[src/common/pmx_pkg.sv]
package pmx_pkg;
  // Clock and MII nibble rates.
  localparam int CLK_MHZ    = 250;
  localparam int CLK_KHZ    = 250000;
  localparam int MII100_KHZ = 25000;
  localparam int MII10_KHZ  = 2500;
  localparam logic [7:0] HALF_100 = 8'(CLK_KHZ / (2 * MII100_KHZ));
  localparam logic [7:0] HALF_10  = 8'(CLK_KHZ / (2 * MII10_KHZ));
  // Crossover hunt slot.
  localparam int SWAP_TIME_US = 100;
  localparam int SWAP_CYCLES  = SWAP_TIME_US * CLK_MHZ;
  // Heartbeat length after a 10M half-duplex frame, in nibble periods.
  localparam logic [3:0] SQE_NIBBLES = 4'ha;
  // Management frame fields.
  localparam logic [5:0] PRE_BITS  = 6'h20;
  localparam logic [4:0] HDR_BITS  = 5'h0d;
  localparam logic [4:0] DATA_BITS = 5'h10;
  localparam logic [1:0] OP_RD     = 2'h2;
  localparam logic [1:0] OP_WR     = 2'h1;
  localparam logic [4:0] PHY_ADDR_DEF = 5'h01;
  // Management register map.
  localparam logic [4:0] REG_XCTL  = 5'h13;
  localparam logic [4:0] REG_CSTAT = 5'h11;
  localparam int XCTL_AUTO_BIT = 8;
  localparam int XCTL_MAN_BIT  = 9;
  localparam logic [1:0] XCTL_RST = 2'h1;
  // Transmit buffer shape.
  localparam int NIB_W      = 4;
  localparam int FIFO_DEPTH = 32;

  typedef enum logic [2:0] {
    MD_PRE = 3'b000,
    MD_HDR = 3'b001,
    MD_TA  = 3'b010,
    MD_RD  = 3'b011,
    MD_WR  = 3'b100
  } pmx_md_st_t;

  typedef enum logic {
    XO_HUNT = 1'b0,
    XO_LOCK = 1'b1
  } pmx_xo_st_t;
endpackage

[src/verilog/pmx_clkdiv.sv]
`timescale 1ns/1ps
module pmx_clkdiv
  import pmx_pkg::*;
(
  input  wire logic       clk,
  input  wire logic       sys_rst,
  input  wire logic [7:0] half_cycles,
  output logic            clk_out,
  output logic            rise,
  output logic            fall
);
  logic [7:0] cnt;

  // Toggles the output every half_cycles clocks and flags each edge.
  always_ff @(posedge clk)
  begin
    if (sys_rst)
    begin
      cnt     <= 8'h00;
      clk_out <= 1'b0;
      rise    <= 1'b0;
      fall    <= 1'b0;
    end
    else if (cnt >= half_cycles - 8'h01)
    begin
      cnt     <= 8'h00;
      clk_out <= ~clk_out;
      rise    <= ~clk_out;
      fall    <= clk_out;
    end
    else
    begin
      cnt  <= cnt + 8'h01;
      rise <= 1'b0;
      fall <= 1'b0;
    end
  end
endmodule

[src/verilog/pmx_fifo.sv]
`timescale 1ns/1ps
module pmx_fifo
  import pmx_pkg::*;
#(
  parameter int W     = NIB_W,
  parameter int DEPTH = FIFO_DEPTH
)
(
  input  wire logic         clk,
  input  wire logic         sys_rst,
  input  wire logic         in_valid,
  output logic              in_ready,
  input  wire logic [W-1:0] in_data,
  output logic              out_valid,
  input  wire logic         out_ready,
  output logic [W-1:0]      out_data
);
  localparam int AW = $clog2(DEPTH);

  logic [W-1:0] mem [DEPTH];
  logic [AW:0]  wr_ptr;
  logic [AW:0]  rd_ptr;

  assign in_ready  = (wr_ptr - rd_ptr) != (AW+1)'(DEPTH);
  assign out_valid = wr_ptr != rd_ptr;
  assign out_data  = mem[rd_ptr[AW-1:0]];

  always_ff @(posedge clk)
  begin
    if (in_valid && in_ready)
    begin
      mem[wr_ptr[AW-1:0]] <= in_data;
    end
  end

  always_ff @(posedge clk)
  begin
    if (sys_rst)
    begin
      wr_ptr <= '0;
      rd_ptr <= '0;
    end
    else
    begin
      if (in_valid && in_ready)
      begin
        wr_ptr <= wr_ptr + 1'b1;
      end
      if (out_valid && out_ready)
      begin
        rd_ptr <= rd_ptr + 1'b1;
      end
    end
  end
endmodule

[src/verilog/pmx_core.sv]
// Contract
// - In 10M full duplex, transmit data is never echoed onto the receive path.
// - In 10M full duplex, the heartbeat collision pulse after a frame is suppressed.
// - Full duplex: carrier sense follows receive activity only; collision stays low.
// - Half duplex: carrier sense is high while transmitting or receiving.
// - Half duplex: collision is high when receiving during a transmission.
// - Crossover enabled and no link: transmit and receive pairs are swapped automatically.
// - Crossover defaults on; a strap pin or register 19 bit 8 disables it.
// - Crossover resolves on its own and before auto-negotiation may start.
// - Frame data crosses the MAC side as framed 4-bit nibbles at both speeds.
// - The device generates both nibble clocks; the MAC never drives them.
// - There is no transmit-error input from the MAC.
// - Receive nibbles leave qualified by their valid flag, timed to RXCLK.
// - During power-on reset the MII and pair drivers are isolated, enabled after.
// - Management uses a clock from the station and one two-way data line.
// - The management pins work in every speed and duplex mode.
// - A consolidated status register gives the main link status in one read.
// - Nibble clocks run at 25 MHz at 100M and 2.5 MHz at 10M.
`timescale 1ns/1ps
module pmx_core
  import pmx_pkg::*;
#(
  parameter int         SWAP_CYC = SWAP_CYCLES,
  parameter logic [4:0] PHY_ADDR = PHY_ADDR_DEF
)
(
  input  wire logic       clk,
  input  wire logic       sys_rst,
  input  wire logic [3:0] mac_txd,
  input  wire logic       mac_txen,
  output logic            mii_txclk,
  output logic            mii_rxclk,
  output logic [3:0]      mii_rxd,
  output logic            mii_rxdv,
  output logic            mii_crs,
  output logic            mii_col,
  output logic            mii_oe,
  input  wire logic       mdc,
  input  wire logic       mdio_in,
  output logic            mdio_out,
  output logic            mdio_oe,
  input  wire logic       crossover_enable_strap,
  input  wire logic [3:0] line_rx_nibble,
  input  wire logic       line_rx_strobe,
  input  wire logic       line_rx_active,
  input  wire logic       line_energy,
  input  wire logic       line_link_up,
  input  wire logic       line_speed_100,
  input  wire logic       line_full_duplex,
  output logic [3:0]      line_tx_nibble,
  output logic            line_tx_valid,
  input  wire logic       line_tx_ready,
  output logic            tx_buf_ready,
  output logic            pair_swap,
  output logic            pair_tx_oe,
  output logic            aneg_go
);
  logic [1:0]  sync_a [8];
  logic [7:0]  pin_raw;
  logic [3:0]  txd_s;
  logic        txen_s;
  logic        mdc_s;
  logic        mdio_s;
  logic        strap_s;
  logic        mdc_q;
  logic        mdc_rise;
  logic        nclk;
  logic        nrise;
  logic        nfall;
  logic        tx_active;
  logic [3:0]  tx_nib;
  logic [3:0]  rx_hold;
  logic        echo;
  logic [3:0]  sqe_cnt;
  logic        strap_lat;
  logic        strap_done;
  logic [1:0]  xctl;
  logic        auto_en;
  pmx_xo_st_t  xo_st;
  logic [31:0] swap_cnt;
  pmx_md_st_t  md_st;
  logic [5:0]  pre_cnt;
  logic [4:0]  bit_cnt;
  logic [12:0] hdr;
  logic [15:0] sh;
  logic        ta_seen;
  logic [15:0] rd_data;

  // Pins from outside the clock domain pass two flip-flops.
  assign pin_raw = {crossover_enable_strap, mdio_in, mdc, mac_txen, mac_txd};
  for (genvar i = 0; i < 8; i++)
  begin : g_sync
    always_ff @(posedge clk)
    begin
      sync_a[i] <= {sync_a[i][0], pin_raw[i]};
    end
  end
  assign txd_s   = {sync_a[3][1], sync_a[2][1], sync_a[1][1], sync_a[0][1]};
  assign txen_s  = sync_a[4][1];
  assign mdc_s   = sync_a[5][1];
  assign mdio_s  = sync_a[6][1];
  assign strap_s = sync_a[7][1];

  // One divider sources both nibble clocks at the selected rate.
  pmx_clkdiv u_div (
    .clk         (clk),
    .sys_rst     (sys_rst),
    .half_cycles (line_speed_100 ? HALF_100 : HALF_10),
    .clk_out     (nclk),
    .rise        (nrise),
    .fall        (nfall)
  );
  assign mii_txclk = nclk;
  assign mii_rxclk = nclk;

  // Drivers stay off while reset is held and turn on after it.
  always_ff @(posedge clk)
  begin
    if (sys_rst)
    begin
      mii_oe     <= 1'b0;
      pair_tx_oe <= 1'b0;
    end
    else
    begin
      mii_oe     <= 1'b1;
      pair_tx_oe <= 1'b1;
    end
  end

  // Transmit nibbles are taken mid-period, away from the MAC's change after the rise; no error input exists.
  always_ff @(posedge clk)
  begin
    if (sys_rst)
    begin
      tx_active <= 1'b0;
      tx_nib    <= 4'h0;
    end
    else if (nfall)
    begin
      tx_active <= txen_s;
      tx_nib    <= txd_s;
    end
  end

  pmx_fifo #(
    .W     (NIB_W),
    .DEPTH (FIFO_DEPTH)
  ) u_fifo (
    .clk       (clk),
    .sys_rst   (sys_rst),
    .in_valid  (nfall && txen_s),
    .in_ready  (tx_buf_ready),
    .in_data   (txd_s),
    .out_valid (line_tx_valid),
    .out_ready (line_tx_ready),
    .out_data  (line_tx_nibble)
  );

  // Echo of transmit onto receive happens only in 10M half duplex.
  assign echo = !line_speed_100 && !line_full_duplex && tx_active && !line_rx_active;

  always_ff @(posedge clk)
  begin
    if (sys_rst)
    begin
      rx_hold <= 4'h0;
    end
    else if (line_rx_strobe)
    begin
      rx_hold <= line_rx_nibble;
    end
  end

  // Receive outputs change on the clock fall so the MAC samples them stable on the rise.
  always_ff @(posedge clk)
  begin
    if (sys_rst)
    begin
      mii_rxd  <= 4'h0;
      mii_rxdv <= 1'b0;
    end
    else if (nfall)
    begin
      mii_rxd  <= echo ? tx_nib : rx_hold;
      mii_rxdv <= echo ? 1'b1 : line_rx_active;
    end
  end

  // Heartbeat pulse after a 10M half-duplex frame.
  always_ff @(posedge clk)
  begin
    if (sys_rst)
    begin
      sqe_cnt <= 4'h0;
    end
    else if (nfall && tx_active && !txen_s && !line_speed_100 && !line_full_duplex)
    begin
      sqe_cnt <= SQE_NIBBLES;
    end
    else if (line_full_duplex)
    begin
      sqe_cnt <= 4'h0;
    end
    else if (nrise && sqe_cnt != 4'h0)
    begin
      sqe_cnt <= sqe_cnt - 4'h1;
    end
  end

  always_ff @(posedge clk)
  begin
    if (sys_rst)
    begin
      mii_crs <= 1'b0;
      mii_col <= 1'b0;
    end
    else if (line_full_duplex)
    begin
      mii_crs <= line_rx_active;
      mii_col <= 1'b0;
    end
    else
    begin
      mii_crs <= tx_active || line_rx_active;
      mii_col <= (tx_active && line_rx_active) || sqe_cnt != 4'h0;
    end
  end

  // The strap is caught once, on the first cycle after reset release.
  always_ff @(posedge clk)
  begin
    if (sys_rst)
    begin
      strap_lat  <= 1'b1;
      strap_done <= 1'b0;
    end
    else if (!strap_done)
    begin
      strap_lat  <= strap_s;
      strap_done <= 1'b1;
    end
  end

  assign auto_en = strap_lat && xctl[0];

  // Crossover hunt runs ahead of negotiation, independent of it.
  always_ff @(posedge clk)
  begin
    if (sys_rst)
    begin
      xo_st     <= XO_HUNT;
      swap_cnt  <= 32'h0;
      pair_swap <= 1'b0;
    end
    else if (!auto_en)
    begin
      xo_st     <= XO_LOCK;
      swap_cnt  <= 32'h0;
      pair_swap <= xctl[1];
    end
    else
    begin
      case (xo_st)
        XO_HUNT:
        begin
          if (line_energy)
          begin
            xo_st    <= XO_LOCK;
            swap_cnt <= 32'h0;
          end
          else if (swap_cnt >= 32'(SWAP_CYC - 1))
          begin
            swap_cnt  <= 32'h0;
            pair_swap <= ~pair_swap;
          end
          else
          begin
            swap_cnt <= swap_cnt + 32'h1;
          end
        end
        XO_LOCK:
        begin
          if (!line_link_up && !line_energy)
          begin
            xo_st <= XO_HUNT;
          end
        end
        default:
        begin
          xo_st <= XO_HUNT;
        end
      endcase
    end
  end
  assign aneg_go = strap_done && (xo_st == XO_LOCK);

  // Management slave; it ignores speed, duplex and isolation.
  always_ff @(posedge clk)
  begin
    mdc_q <= mdc_s;
  end
  assign mdc_rise = mdc_s && !mdc_q;

  always_comb
  begin
    rd_data = 16'h0000;
    if (hdr[4:0] == REG_XCTL)
    begin
      rd_data[XCTL_MAN_BIT:XCTL_AUTO_BIT] = xctl;
    end
    else if (hdr[4:0] == REG_CSTAT)
    begin
      rd_data[5:0] = {aneg_go, pair_swap, auto_en, line_full_duplex, line_speed_100, line_link_up};
    end
  end

  always_ff @(posedge clk)
  begin
    if (sys_rst)
    begin
      md_st    <= MD_PRE;
      pre_cnt  <= 6'h00;
      bit_cnt  <= 5'h00;
      hdr      <= 13'h0000;
      sh       <= 16'h0000;
      ta_seen  <= 1'b0;
      mdio_out <= 1'b0;
      mdio_oe  <= 1'b0;
      xctl     <= XCTL_RST;
    end
    else if (mdc_rise)
    begin
      case (md_st)
        MD_PRE:
        begin
          if (mdio_s)
          begin
            pre_cnt <= (pre_cnt == PRE_BITS) ? pre_cnt : pre_cnt + 6'h01;
          end
          else
          begin
            pre_cnt <= 6'h00;
            bit_cnt <= 5'h00;
            md_st   <= (pre_cnt == PRE_BITS) ? MD_HDR : MD_PRE;
          end
        end
        MD_HDR:
        begin
          hdr     <= {hdr[11:0], mdio_s};
          bit_cnt <= bit_cnt + 5'h01;
          ta_seen <= 1'b0;
          if (bit_cnt == HDR_BITS - 5'h01)
          begin
            if (hdr[11] && hdr[8:4] == PHY_ADDR &&
                (hdr[10:9] == OP_RD || hdr[10:9] == OP_WR))
            begin
              md_st <= MD_TA;
            end
            else
            begin
              md_st <= MD_PRE;
            end
          end
        end
        MD_TA:
        begin
          bit_cnt <= 5'h00;
          if (hdr[11:10] == OP_RD)
          begin
            mdio_oe  <= 1'b1;
            mdio_out <= 1'b0;
            sh       <= rd_data;
            md_st    <= MD_RD;
          end
          else if (hdr[11:10] == OP_WR && ta_seen)
          begin
            md_st <= MD_WR;
          end
          else if (hdr[11:10] == OP_WR)
          begin
            ta_seen <= 1'b1;
          end
          else
          begin
            md_st <= MD_PRE;
          end
        end
        MD_RD:
        begin
          if (bit_cnt == DATA_BITS)
          begin
            mdio_oe <= 1'b0;
            pre_cnt <= 6'h00;
            md_st   <= MD_PRE;
          end
          else
          begin
            mdio_out <= sh[15];
            sh       <= {sh[14:0], 1'b0};
            bit_cnt  <= bit_cnt + 5'h01;
          end
        end
        MD_WR:
        begin
          sh      <= {sh[14:0], mdio_s};
          bit_cnt <= bit_cnt + 5'h01;
          if (bit_cnt == DATA_BITS - 5'h01)
          begin
            if (hdr[4:0] == REG_XCTL)
            begin
              xctl <= {sh[XCTL_MAN_BIT-1], sh[XCTL_AUTO_BIT-1]};
            end
            pre_cnt <= 6'h00;
            md_st   <= MD_PRE;
          end
        end
        default:
        begin
          md_st <= MD_PRE;
        end
      endcase
    end
  end
endmodule

[config.mk]
export PLATFORM = sky130hd
export DESIGN_NAME = pmx_core
export DESIGN_NICKNAME = d
export VERILOG_FILES = /design/src/common/pmx_pkg.sv /design/src/verilog/pmx_clkdiv.sv /design/src/verilog/pmx_fifo.sv /design/src/verilog/pmx_core.sv
export SDC_FILE = /design/constraint.sdc
export NUM_CORES = 1
export LEC_CHECK = 0
export BUFFER_PORTS_ARGS = -buffer_cell sky130_fd_sc_hd__buf_2
export CAP_MARGIN = 40
export CELL_PAD_IN_SITES_DETAIL_PLACEMENT = 2
export CELL_PAD_IN_SITES_GLOBAL_PLACEMENT = 2
export CORE_MARGIN = 1
export CORE_UTILIZATION = 39
export DETAILED_ROUTE_END_ITERATION = 6
export GPL_TIMING_DRIVEN = 0
export PLACE_DENSITY = 0.78
export SLEW_MARGIN = 20
export SYNTH_ARGS = -nofsm -noshare
export SYNTH_HDL_FRONTEND = slang
export SYNTH_SLANG_ARGS = --single-unit
[constraint.sdc]
create_clock -name clk -period 2.5 [get_ports clk]
set_input_delay 0.25 -clock clk [delete_from_list [all_inputs] [get_ports clk]]
set_output_delay 0.25 -clock clk [all_outputs]
set_load 0.1 [all_outputs]
==> metrics <==
Rows slightly above 60; Min-Delay Path Class in -> reg; Largest delay share family, worst path multiplexers; Fin. Hold Viols 0; sequential element share of the synthesized area 60.9%; Logic pwr share 6.1%; setup TNS -20.41 ns; area of the core 28000 sq um; Startpoint Class register; Slowest-stage cell, CP mux4_2; Detailed Route WL 30.6 mm; crit path kind reg -> out; Net Sw Power 2240 uW; relative slew slack a little under half; DP Wirelength 20.4 mm; Final setup viols 134; Synth warnings 0; period utilization 117%; most common cell after layout, fill and taps aside dfxtp_1; VDD IR-drop max 0.572 mV; Synth Net Count 944; Post-route DRC 0; initial drt markers 428; worst setup margin -0.435 ns; DRT Pass-1 Iters 4; ANT nets after route 0; die area about 30000 sq um; post-synthesis async set-or-reset flop share 0%; I/O Pins 42; Horiz. Die Dim 171 microns; fin nets 1043; RD Place Congestion 0.738; diodes inserted 0; EDFF count, synth between 100 and 150; Clock Tree Buf Depth 3; Cell Area, Placed 12100 sq um; Hold Slack 0.0599 ns; area grow syn2layout 23.2%; clk sinks 276; Mean Syn Cell Area 12.4 sq um; clk slew on worst S/H paths about 0.060 ns; critical path endpoint category primary output; Arrival @ worst endpoint 2.68 ns; cts bufs inserted 30; layout cell share with drive strength beyond 1 23.6%; Yosys reg bits roughly 280; Design Area, Final between 10000 and 15000 sq um; CTS tree done; CP bufs+invs 2; first-pass GRT wire length 47.9 mm; Static Leak 0.00484 uW; initial antenna violation count 1; initial core utilization 39.9%; critical path's largest stage delay 0.53 ns; CTS Root Cell clkbuf_16; Power Density 718 nW/um^2; Req. time, crit path 2.25 ns; Mapped Cells approximately 900; result of the run finished with violations; sw frac between 20 and 25%; Clock Power Share 45.3%; Tightest Pin Transition 0.808 ns; MaxCap Viol Count 0; critical path cell sequence buf_12 > mux4_2 > mux4_2 > mux2_4 > buf_12; violated checks setup timing; power share of the sequential group about half; RSZ-0062 raised after global routing true; number of port buffers 40; Cell Int Power 7650 uW; fin util 49.2%; Netlist Area Pre-Place about 11000 sq um; DR WL/cell 21.8 microns; Critical Path Fanout Max 10; H-tree Lvls 1; via count 7503; Most used DFF post-synth dfxtp_1; Synth cell types 64; largest net degree at the start of global routing 25; minimum clock period after layout 2.93 ns; Die Ht around 170 microns; skew final 0.0126 ns; Vias/cell ~5.4; final count of pins violating max slew 0; vias in the first global route 8420; GRT overflow 0; commonest cells after routing, fill and taps aside 138 x dfxtp_1, 128 x edfxtp_1, 98 x nor2_1; Max Clock Freq 341 MHz; gr usage total 21.6%; worst-skew pair later-pin latency 0.55 ns; Filler Cells Inserted 2725
Yosys cell counts, types with 22 or more instances:
cell type	instances	share of area [%]
dfxtp_1	148	27
nor2_1	129	4.3
edfxtp_1	128	34
nand2_1	44	1.5
mux4_2	40	8.1
a21oi_1	38	1.7
and3_1	30	1.7
mux2i_1	30	2.7
inv_1	29	0.97
clkbuf_1	27	0.91
nand3_1	27	1.2
ha_1	22	2.5
worst paths after layout:
kind	depth (start not counted)	to	slack (ns)	from
max	5	line_tx_nibble[0]	-0.43	register
min	2	mii_col$_SDFF_PP0_	0.06	line_full_duplex
max reg2reg	10	u_fifo.mem[20][3]$_DFFE_PP_	-0.18	u_fifo.rd_ptr[3]$_SDFFE_PP0P_
min reg2reg	0	sync_a[1][1]$_DFF_P_	0.33	sync_a[1][0]$_DFF_P_
kinds of logic after synthesis:
kind of cell               Yosys count  synth area share, %
and+or+nand+nor                    314                 14.0
DFF                                276                 60.9
AOI/OAI and AO/OA                  121                 7.02
muxes                               75                 11.3
buffers and inverters               69                 2.49
xor gates and xnor gates            23                 1.80
adders and majority gates           22                 2.46
other                                1               0.0336
metrics by stage:
step,worst slack [ns],std cells,power [uW]
4_1_cts,-0.445,1400,9980
5_1_grt,-0.503,1402,10200
3_5_place_dp,-0.457,1323,5450
3_3_place_gp,-0.423,1319,5410
6_report,-0.435,1402,9890
2_1_floorplan,-0.220,901,5270
final cells by class:
cell class / instances / area (sq um) / area share (%)
well taps: 378 / 473 / 3.43
multi-input cells: 556 / 4510 / 32.7
flip-flops and latches: 276 / 6820 / 49.6
inverters: 30 / 119 / 0.863
plain buffers: 38 / 246 / 1.79
repair buffers: 68 / 591 / 4.29
clock buffers: 43 / 892 / 6.48
clock inverters: 13 / 118 / 0.854
registers in the layout, summed over array words and instances, names as in the netlist, 5 cells and up, named ones only:
name	count
pre_cnt	6
u_fifo.wr_ptr	6
u_fifo.rd_ptr	6
hdr	12
sh	16
sync_a	16
swap_cnt	32
u_fifo.mem	128
u_div.cnt	8
bit_cnt	5
power groups by stage:
stage                     combinational, uW  sequential (uW)  clock (uW)
final                                   599             4810        4480
after detailed placement                537             4910           0
after global routing                    642             4820        4740
after CTS                               597             4810        4570
after floorplan                         312             4960           0
after global placement                  488             4930           0
metal layers:
metal	track usage, %	routed length [microns]
met5	0	13
met4	5.09	506
met3	3.11	898
met2	41.3	16800
met1	25.1	12400
what timing repair did:
action	in CTS	in global routing
hold endpoints to repair	12	0
endpoints found under the setup margin	148	156
pin swaps	30	5
setup buffers	10	2
gates resized for setup	101	12
hold buffers	12	0
(Power assumes the default switching activity.)
